`src/pds_pkg.sv`:
```
// Package with register map, field layout, timing and types of the dead-band and shutdown block.
package pds_pkg;

	localparam logic [7:0] PDS_ADDR_DELAY    = 8'h00;
	localparam logic [7:0] PDS_ADDR_SHUTDOWN = 8'h01;
	localparam logic [7:0] PDS_ADDR_CONTROL  = 8'h02;
	localparam logic [7:0] PDS_ADDR_PIN_DIR  = 8'h03;
	localparam logic [7:0] PDS_ADDR_STATUS   = 8'h04;

	localparam logic [7:0] PDS_RST_DELAY    = 8'h00;
	localparam logic [7:0] PDS_RST_SHUTDOWN = 8'h00;
	localparam logic [7:0] PDS_RST_CONTROL  = 8'h00;
	localparam logic [3:0] PDS_RST_PIN_DIR  = 4'hf;

	localparam int unsigned PDS_BIT_RESTART    = 7;
	localparam int unsigned PDS_BIT_STATUS     = 7;
	localparam int unsigned PDS_POS_SRC        = 4;
	localparam int unsigned PDS_POS_AC_STATE   = 2;
	localparam int unsigned PDS_POS_BD_STATE   = 0;
	localparam int unsigned PDS_POS_MODE       = 2;
	localparam int unsigned PDS_BIT_POL_AC     = 0;
	localparam int unsigned PDS_BIT_POL_BD     = 1;

	localparam int unsigned PDS_CLK_PERIOD_NS = 100;
	localparam int unsigned PDS_TCY_NS        = 100;
	localparam int unsigned PDS_TCY_CYCLES    =
		(PDS_TCY_NS + PDS_CLK_PERIOD_NS - 1) / PDS_CLK_PERIOD_NS;

	typedef enum logic [1:0] {
		PDS_SINGLE,
		PDS_HALF,
		PDS_FULL_FWD,
		PDS_FULL_REV
	} pds_mode_e;

	typedef struct packed {
		logic [7:0] addr;
		logic [7:0] wdata;
		logic       wr;
		logic       rd;
	} pds_bus_s;

	typedef struct packed {
		logic cmp1;
		logic cmp2;
		logic fault_n;
	} pds_trip_s;

	typedef struct packed {
		logic [7:0]       delay;
		logic [7:0]       shutdown;
		logic [7:0]       control;
		logic [3:0]       pin_dir;
		logic [7:0]       rdata;
		logic             run;
		logic [1:0][10:0] cnt;
		logic [1:0]       dly;
		logic [3:0]       out;
		logic [3:0]       oe;
	} pds_state_s;

endpackage

```
`src/pds_deadband_shutdown.sv`:
```
// Dead-band delay and auto-shutdown stage driving four bridge outputs.
// Notes on behaviour
// Half-bridge delays only inactive-to-active edges.
// Delay equals count times instruction cycle.
// Shutdown event forces active pins to shutdown states.
// Source select decodes comparators and fault combos.
// Low fault input is a shutdown event.
// Shutdown forcing is asynchronous, per pin pair.
// A/C state: low, high, or released.
// B/D state: low, high, or released.
// Event sets status bit; status holds shutdown.
// Restart enable clears status when cause gone.
// Without restart, software must clear status.
// Status writes ignored while cause active.
// Set at period start holds whole period.
// Comparator sources act as levels.
// Writing one to status forces shutdown.
// Polarity chosen per pair by control bits.
// Software sets polarity before enabling pins.
// Software waits one full period before pins.
// Software follows the recommended setup order.
// Reset makes pins inputs, registers reset.
// Delay and shutdown registers reset to zero.
// Half-bridge: A is PWM, B complement.
// Delay longer than active time keeps inactive.
// Causes clear when inputs return inactive.
//
// The register offsets and the plain strobed port were decided locally.
`timescale 1ns/10ps
module pds_deadband_shutdown (
	input  wire logic              clk_sys_i,
	input  wire logic              nrst_i,
	input  wire pds_pkg::pds_bus_s bus_i,
	output logic [7:0]             rdata_o,
	input  wire logic              pwm_i,
	input  wire logic              period_start_i,
	input  wire pds_pkg::pds_trip_s trip_i,
	output logic [3:0]             bridge_out_o,
	output logic [3:0]             bridge_oe_o
);
	import pds_pkg::*;

	pds_state_s s_r;
	pds_state_s s_nxt;
	logic       cause;
	logic [1:0] pin_ac;
	logic [1:0] pin_bd;

	function automatic logic trip_cause(input logic [2:0] sel,
		input pds_trip_s t);
		trip_cause = (sel[0] & t.cmp1) | (sel[1] & t.cmp2) |
			(sel[2] & ~t.fault_n);
	endfunction

	// Returns {level, drive} for one pair's shutdown state.
	function automatic logic [1:0] sd_pin(input logic [1:0] st);
		if (st[1]) begin
			sd_pin = 2'b00;
		end else begin
			sd_pin = {st[0], 1'b1};
		end
	endfunction

	assign cause = trip_cause(s_r.shutdown[PDS_POS_SRC +: 3], trip_i);
	assign pin_ac = sd_pin(s_r.shutdown[PDS_POS_AC_STATE +: 2]);
	assign pin_bd = sd_pin(s_r.shutdown[PDS_POS_BD_STATE +: 2]);

	always_comb begin
		logic       wr_sd;
		logic [3:0] act;
		logic [3:0] lvl;
		logic [3:0] drv;
		logic [10:0] limit;
		logic [1:0] sch;
		s_nxt = s_r;
		wr_sd = bus_i.wr && (bus_i.addr == PDS_ADDR_SHUTDOWN);
		act = 4'h0;
		lvl = 4'h0;
		drv = 4'h0;
		limit = 11'(s_r.delay[6:0]) * 11'(PDS_TCY_CYCLES);
		sch = {~pwm_i, pwm_i};
		s_nxt.rdata = 8'h00;

		if (bus_i.wr) begin
			case (bus_i.addr)
				PDS_ADDR_DELAY: begin
					s_nxt.delay = bus_i.wdata;
				end
				PDS_ADDR_SHUTDOWN: begin
					s_nxt.shutdown[6:0] = bus_i.wdata[6:0];
				end
				PDS_ADDR_CONTROL: begin
					s_nxt.control = {4'h0, bus_i.wdata[3:0]};
				end
				PDS_ADDR_PIN_DIR: begin
					s_nxt.pin_dir = bus_i.wdata[3:0];
				end
				default: begin
				end
			endcase
		end

		// Hardware set wins over any software clear in the same cycle.
		if (cause) begin
			s_nxt.shutdown[PDS_BIT_STATUS] = 1'b1;
		end else if (wr_sd) begin
			s_nxt.shutdown[PDS_BIT_STATUS] =
				bus_i.wdata[PDS_BIT_STATUS];
		end else if (s_r.delay[PDS_BIT_RESTART]) begin
			s_nxt.shutdown[PDS_BIT_STATUS] = 1'b0;
		end

		if (s_nxt.shutdown[PDS_BIT_STATUS] || s_r.shutdown[PDS_BIT_STATUS]) begin
			s_nxt.run = 1'b0;
		end else if (period_start_i) begin
			s_nxt.run = 1'b1;
		end

		for (int k = 0; k < 2; k++) begin
			if (!sch[k]) begin
				s_nxt.cnt[k] = 11'h000;
				s_nxt.dly[k] = 1'b0;
			end else if (!s_r.dly[k]) begin
				if (s_r.cnt[k] >= limit) begin
					s_nxt.dly[k] = 1'b1;
				end else begin
					s_nxt.cnt[k] = s_r.cnt[k] + 11'h001;
				end
			end
		end

		case (pds_mode_e'(s_r.control[PDS_POS_MODE +: 2]))
			PDS_SINGLE: begin
				act = {3'b000, pwm_i};
			end
			PDS_HALF: begin
				// Next delayed value keeps the falling edge at one cycle.
				act = {2'b00, s_nxt.dly[1], s_nxt.dly[0]};
			end
			PDS_FULL_FWD: begin
				act = {pwm_i, 2'b00, 1'b1};
			end
			PDS_FULL_REV: begin
				act = {1'b0, 1'b1, pwm_i, 1'b0};
			end
			default: begin
				act = 4'h0;
			end
		endcase

		if (s_r.run && !s_nxt.shutdown[PDS_BIT_STATUS]) begin
			lvl[0] = act[0] ^ s_r.control[PDS_BIT_POL_AC];
			lvl[2] = act[2] ^ s_r.control[PDS_BIT_POL_AC];
			lvl[1] = act[1] ^ s_r.control[PDS_BIT_POL_BD];
			lvl[3] = act[3] ^ s_r.control[PDS_BIT_POL_BD];
			drv = 4'hf;
		end else begin
			lvl = {pin_bd[1], pin_ac[1], pin_bd[1], pin_ac[1]};
			drv = {pin_bd[0], pin_ac[0], pin_bd[0], pin_ac[0]};
		end
		s_nxt.out = lvl;
		s_nxt.oe = drv & ~s_nxt.pin_dir;

		if (bus_i.rd) begin
			case (bus_i.addr)
				PDS_ADDR_DELAY: begin
					s_nxt.rdata = s_r.delay;
				end
				PDS_ADDR_SHUTDOWN: begin
					s_nxt.rdata = s_r.shutdown;
				end
				PDS_ADDR_CONTROL: begin
					s_nxt.rdata = s_r.control;
				end
				PDS_ADDR_PIN_DIR: begin
					s_nxt.rdata = {4'h0, s_r.pin_dir};
				end
				PDS_ADDR_STATUS: begin
					s_nxt.rdata = {2'b00, s_r.run, cause, trip_i.cmp1,
						trip_i.cmp2, trip_i.fault_n, s_r.dly[0]};
				end
				default: begin
					s_nxt.rdata = 8'h00;
				end
			endcase
		end
	end

	always_ff @(posedge clk_sys_i or negedge nrst_i) begin
		if (!nrst_i) begin
			s_r.delay    <= PDS_RST_DELAY;
			s_r.shutdown <= PDS_RST_SHUTDOWN;
			s_r.control  <= PDS_RST_CONTROL;
			s_r.pin_dir  <= PDS_RST_PIN_DIR;
			s_r.rdata    <= 8'h00;
			s_r.run      <= 1'b0;
			s_r.cnt      <= '0;
			s_r.dly      <= 2'b00;
			s_r.out      <= 4'h0;
			s_r.oe       <= 4'h0;
		end else begin
			s_r <= s_nxt;
		end
	end

	assign rdata_o = s_r.rdata;

	// A live cause overrides the pins without waiting for a clock edge.
	always_comb begin
		if (cause) begin
			bridge_out_o = {pin_bd[1], pin_ac[1], pin_bd[1], pin_ac[1]};
			bridge_oe_o = {pin_bd[0], pin_ac[0], pin_bd[0], pin_ac[0]} &
				~s_r.pin_dir;
		end else begin
			bridge_out_o = s_r.out;
			bridge_oe_o = s_r.oe;
		end
	end

endmodule

```
`config.mk`:
```
export PLATFORM = sky130hd
export DESIGN_NAME = pds_deadband_shutdown
export DESIGN_NICKNAME = d
export VERILOG_FILES = /design/src/pds_pkg.sv /design/src/pds_deadband_shutdown.sv
export SDC_FILE = /design/constraint.sdc
export NUM_CORES = 1
export LEC_CHECK = 0
export BUFFER_PORTS_ARGS = -buffer_cell sky130_fd_sc_hd__buf_2
export CORE_MARGIN = 8
export CORE_UTILIZATION = 42
export DETAILED_ROUTE_END_ITERATION = 6
export PLACE_DENSITY_LB_ADDON = 0.12
export SYNTH_ARGS = -nofsm -noshare
export SYNTH_HDL_FRONTEND = slang
export SYNTH_SLANG_ARGS = --single-unit
```
`constraint.sdc`:
```
create_clock -name clk_sys_i -period 2.1 [get_ports clk_sys_i]
set_input_delay 0.105 -clock clk_sys_i [delete_from_list [all_inputs] [get_ports clk_sys_i]]
set_output_delay 0.105 -clock clk_sys_i [all_outputs]
set_load 0.005 [all_outputs]
```
==> out/metrics.cfg <==
[detailed_routing]
routed_via_density = 5.29
drt_iter0_drc = 82
dr.pass1.iters = 5
ant_nets = 0
vias = 2581
drc = 0
totalWireLength_um = 7930
wl_per_cell_um = 16.3

[logic_synthesis]
ys_warn_count = 0
synth_cell_types = 44
synth_xor_area_frac = 0.0229
synth.largest_area_cell = dfrtp_1
yosysSeqAreaShare = 0.474
synthCells = 320
netlist_area_mm2 = 0.00344
synthArstFlopShare = 1.00
synth-compound-area-share = 0.106
synth_top_family_by_area = simple AND/OR/NAND/NOR gates
synth-simple-area-share = 0.170
yosysTopAreaCellShare = 0.443
synth_seq_cells = 65
synth.mux.area_fraction = 0.122
synth_nets = 361
synth_area_leaders = dfrtp_1 (44%), ha_1 (5.8%), mux2_2 (4.6%)
synth_fa_ha_area_frac = 0.0581
avgSynthCellArea_um2 = 10.8
synth-edff-count = 0
synth_flop_cell = dfrtp_1

[placement]
gp_congestion = 0.778
post-dp-hpwl_um = 5860
port_buffers = 40
dp_cells = 468

[clock_network]
cts_max_level = 3
clock_latency_ps = 340
cts_buffers = 9
clk_pin_slew_ps = 80
clockBufferDepth = 2
cts-root-buf = clkbuf_8
cts_tree = yes
post_cts_buffers = 0
clock-sinks = 65

[flow_run]
max_cap_viol_count = 0

[sta]
worst_pin_slew_ps = 508
finalMaxSlewViolations = 0
final-hold-violation-count = 0
fmax_mhz = 505
setup_viol = 0
relSlewSlack = 0.661
timing.final.crit_share = 0.943
clock_skew_ps = 12.1
period_needed_ps = 1980

[layout]
final_cell_mix = dfrtp_1 (61), buf_2 (40), nand2_1 (28), nor2_1 (21), buf_4 (21)
syn2layout_area_growth_pct = 21.5
final_util = 0.517
fin_nets = 419
final_common_cell = dfrtp_1
antenna_cells = 0
instances_no_fill = 488
layout-drive-gt1-share = 0.313

[floorplanning]
die-area_mm2 = 0.0114
io_pins = 41
die_x_um = 107
row_count = 33
fp.dieH_um = 107
core_mm2 = 0.00809
initial_core_util = 0.425

[global_route]
grt_max_degree = 38
grt_pass1_wl_um = 13500
antenna_found_initial = 0
track_usage = 0.150
grt_pass1_vias = 2619
grt-ovfl-total = 0

[status]
status = finished clean

[setup_path]
path_class = flop to flop
slowest_delay_ps = 410
worst-r2r-setup-slack_ps = 120
required_ps = 2320
startpoint_type = flop
path_max_fanout = 4
path_cells = ha_1 > a211oi_1 > o211ai_1 > buf_4 > a21o_4 > a211oi_1 > o31ai_1
worstPathArrival_ps = 2200
end_kind = flop
crit_slowest_cell = dfrtp_1
cpMostUsedCell = a211oi_1
reg2reg_depth = 7

[power_and_ir_drop]
powerDensity_mw_per_mm2 = 733
total_power_w = 0.00307
p_leak_nw = 1.98
irDropWorstVdd_v = 0.000331

[hold_path]
hold_path.class = input pin to flop
hold_path_depth = 2

-- worst max-delay path, delay by kind of cell, from the launching register on --
family,cells,cell delay [ps]
adders and majority gates,1,310
AOI/OAI and AO/OA,5,930
DFF,1,410
buffers and inverters,1,210
-- cell usage after synthesis (3+ instances only) --
cell and n:
dfrtp_1 61, nand2_1 28, nor2_1 21, ha_1 16
inv_1 15, mux2_2 14, a211oi_1 11, clkbuf_1 11
a21oi_1 10, and2_1 10, mux2_1 10, nor2b_1 9
buf_4 8, nand3_1 8, a31oi_1 6, mux2i_1 6
o31ai_1 6, xnor2_1 6, nand3b_1 5, o21ai_0 5
and3_1 4, dfstp_2 4, mux4_2 4, nor4_1 4
o21ai_1 4, a2111oi_0 3, and4_1 3, nand4_1 3
xor2_1 3
-- final timing paths --
check                               from  endpoint
worst max-delay path             s_r[14]    s_r[4]
worst min-delay path            bus_i[3]   s_r[54]
worst max register to register   s_r[14]    s_r[4]
worst min register to register   s_r[20]   s_r[20]
max in group asynchronous         nrst_i   s_r[43]
min in group asynchronous         nrst_i   s_r[21]
-- flip-flops by register name, summed over array words and instances, names as in the netlist --
register / flops
rdata_o: 8
s_r: 57
-- per-stage QoR --
step	setup WS [ps]	hold WS, ps	TNS, ps	instance area (µm²)
6_report	120	21.5	0	4190
5_1_grt	-37.7	12.0	-69.2	4190
4_1_cts	65.4	8.15	0	4130
3_5_place_dp	8.76	-37.6	0	3870
3_3_place_gp	54.9	-39.1	0	3870
2_1_floorplan	37.7	-191	0	3440
-- cell families (layout without fill, tap and decap cells) --
group                    count (synthesis)  in the layout
AND/OR/NAND/NOR                        107            107
flip-flops                              65             65
adder cells (fa/ha/maj)                 16             16
XOR/XNOR                                 9              9
buffers and inverters                   35             98
AO/OA/AOI/OAI                           54             54
multiplexers                            34             34
-- layer usage --
| metal | track usage | share of wire | vias to the layer above |
|---|---|---|---|
| met4 | 0.0482 | 0.011 | 0 |
| met1 | 0.200 | 0.47 | 1266 |
| li1 | - | - | 1255 |
| met2 | 0.235 | 0.48 | 51 |
| met3 | 0.0375 | 0.041 | 9 |
| met5 | 0 | 0 | - |
-- where the power goes --
group / internal [W] / switching (W)
clock network: 0.000668 / 0.000500
registers: 0.00133 / 0.0000617
logic: 0.000231 / 0.000282
total: 0.00223 / 0.000844
-- repair_timing --
| action | CTS | global route |
|---|---|---|
| hold buffers | 4 | 0 |
| resized for setup | 1 | 16 |
| hold endpoints to repair | 64 | 0 |
| setup endpoints to repair | 2 | 11 |
| pin swaps | 0 | 5 |
-- layout make-up --
class / instances / area (µm²)
fill: 773 / 3910
multi-input combinational: 220 / 1710
inverter: 15 / 56.3
sequential: 65 / 1630
clock inverter: 7 / 95.1
tap: 105 / 131
timing repair buffer: 67 / 438
clock buffer: 9 / 124
No activity file was read; power rests on OpenSTA's default activity.
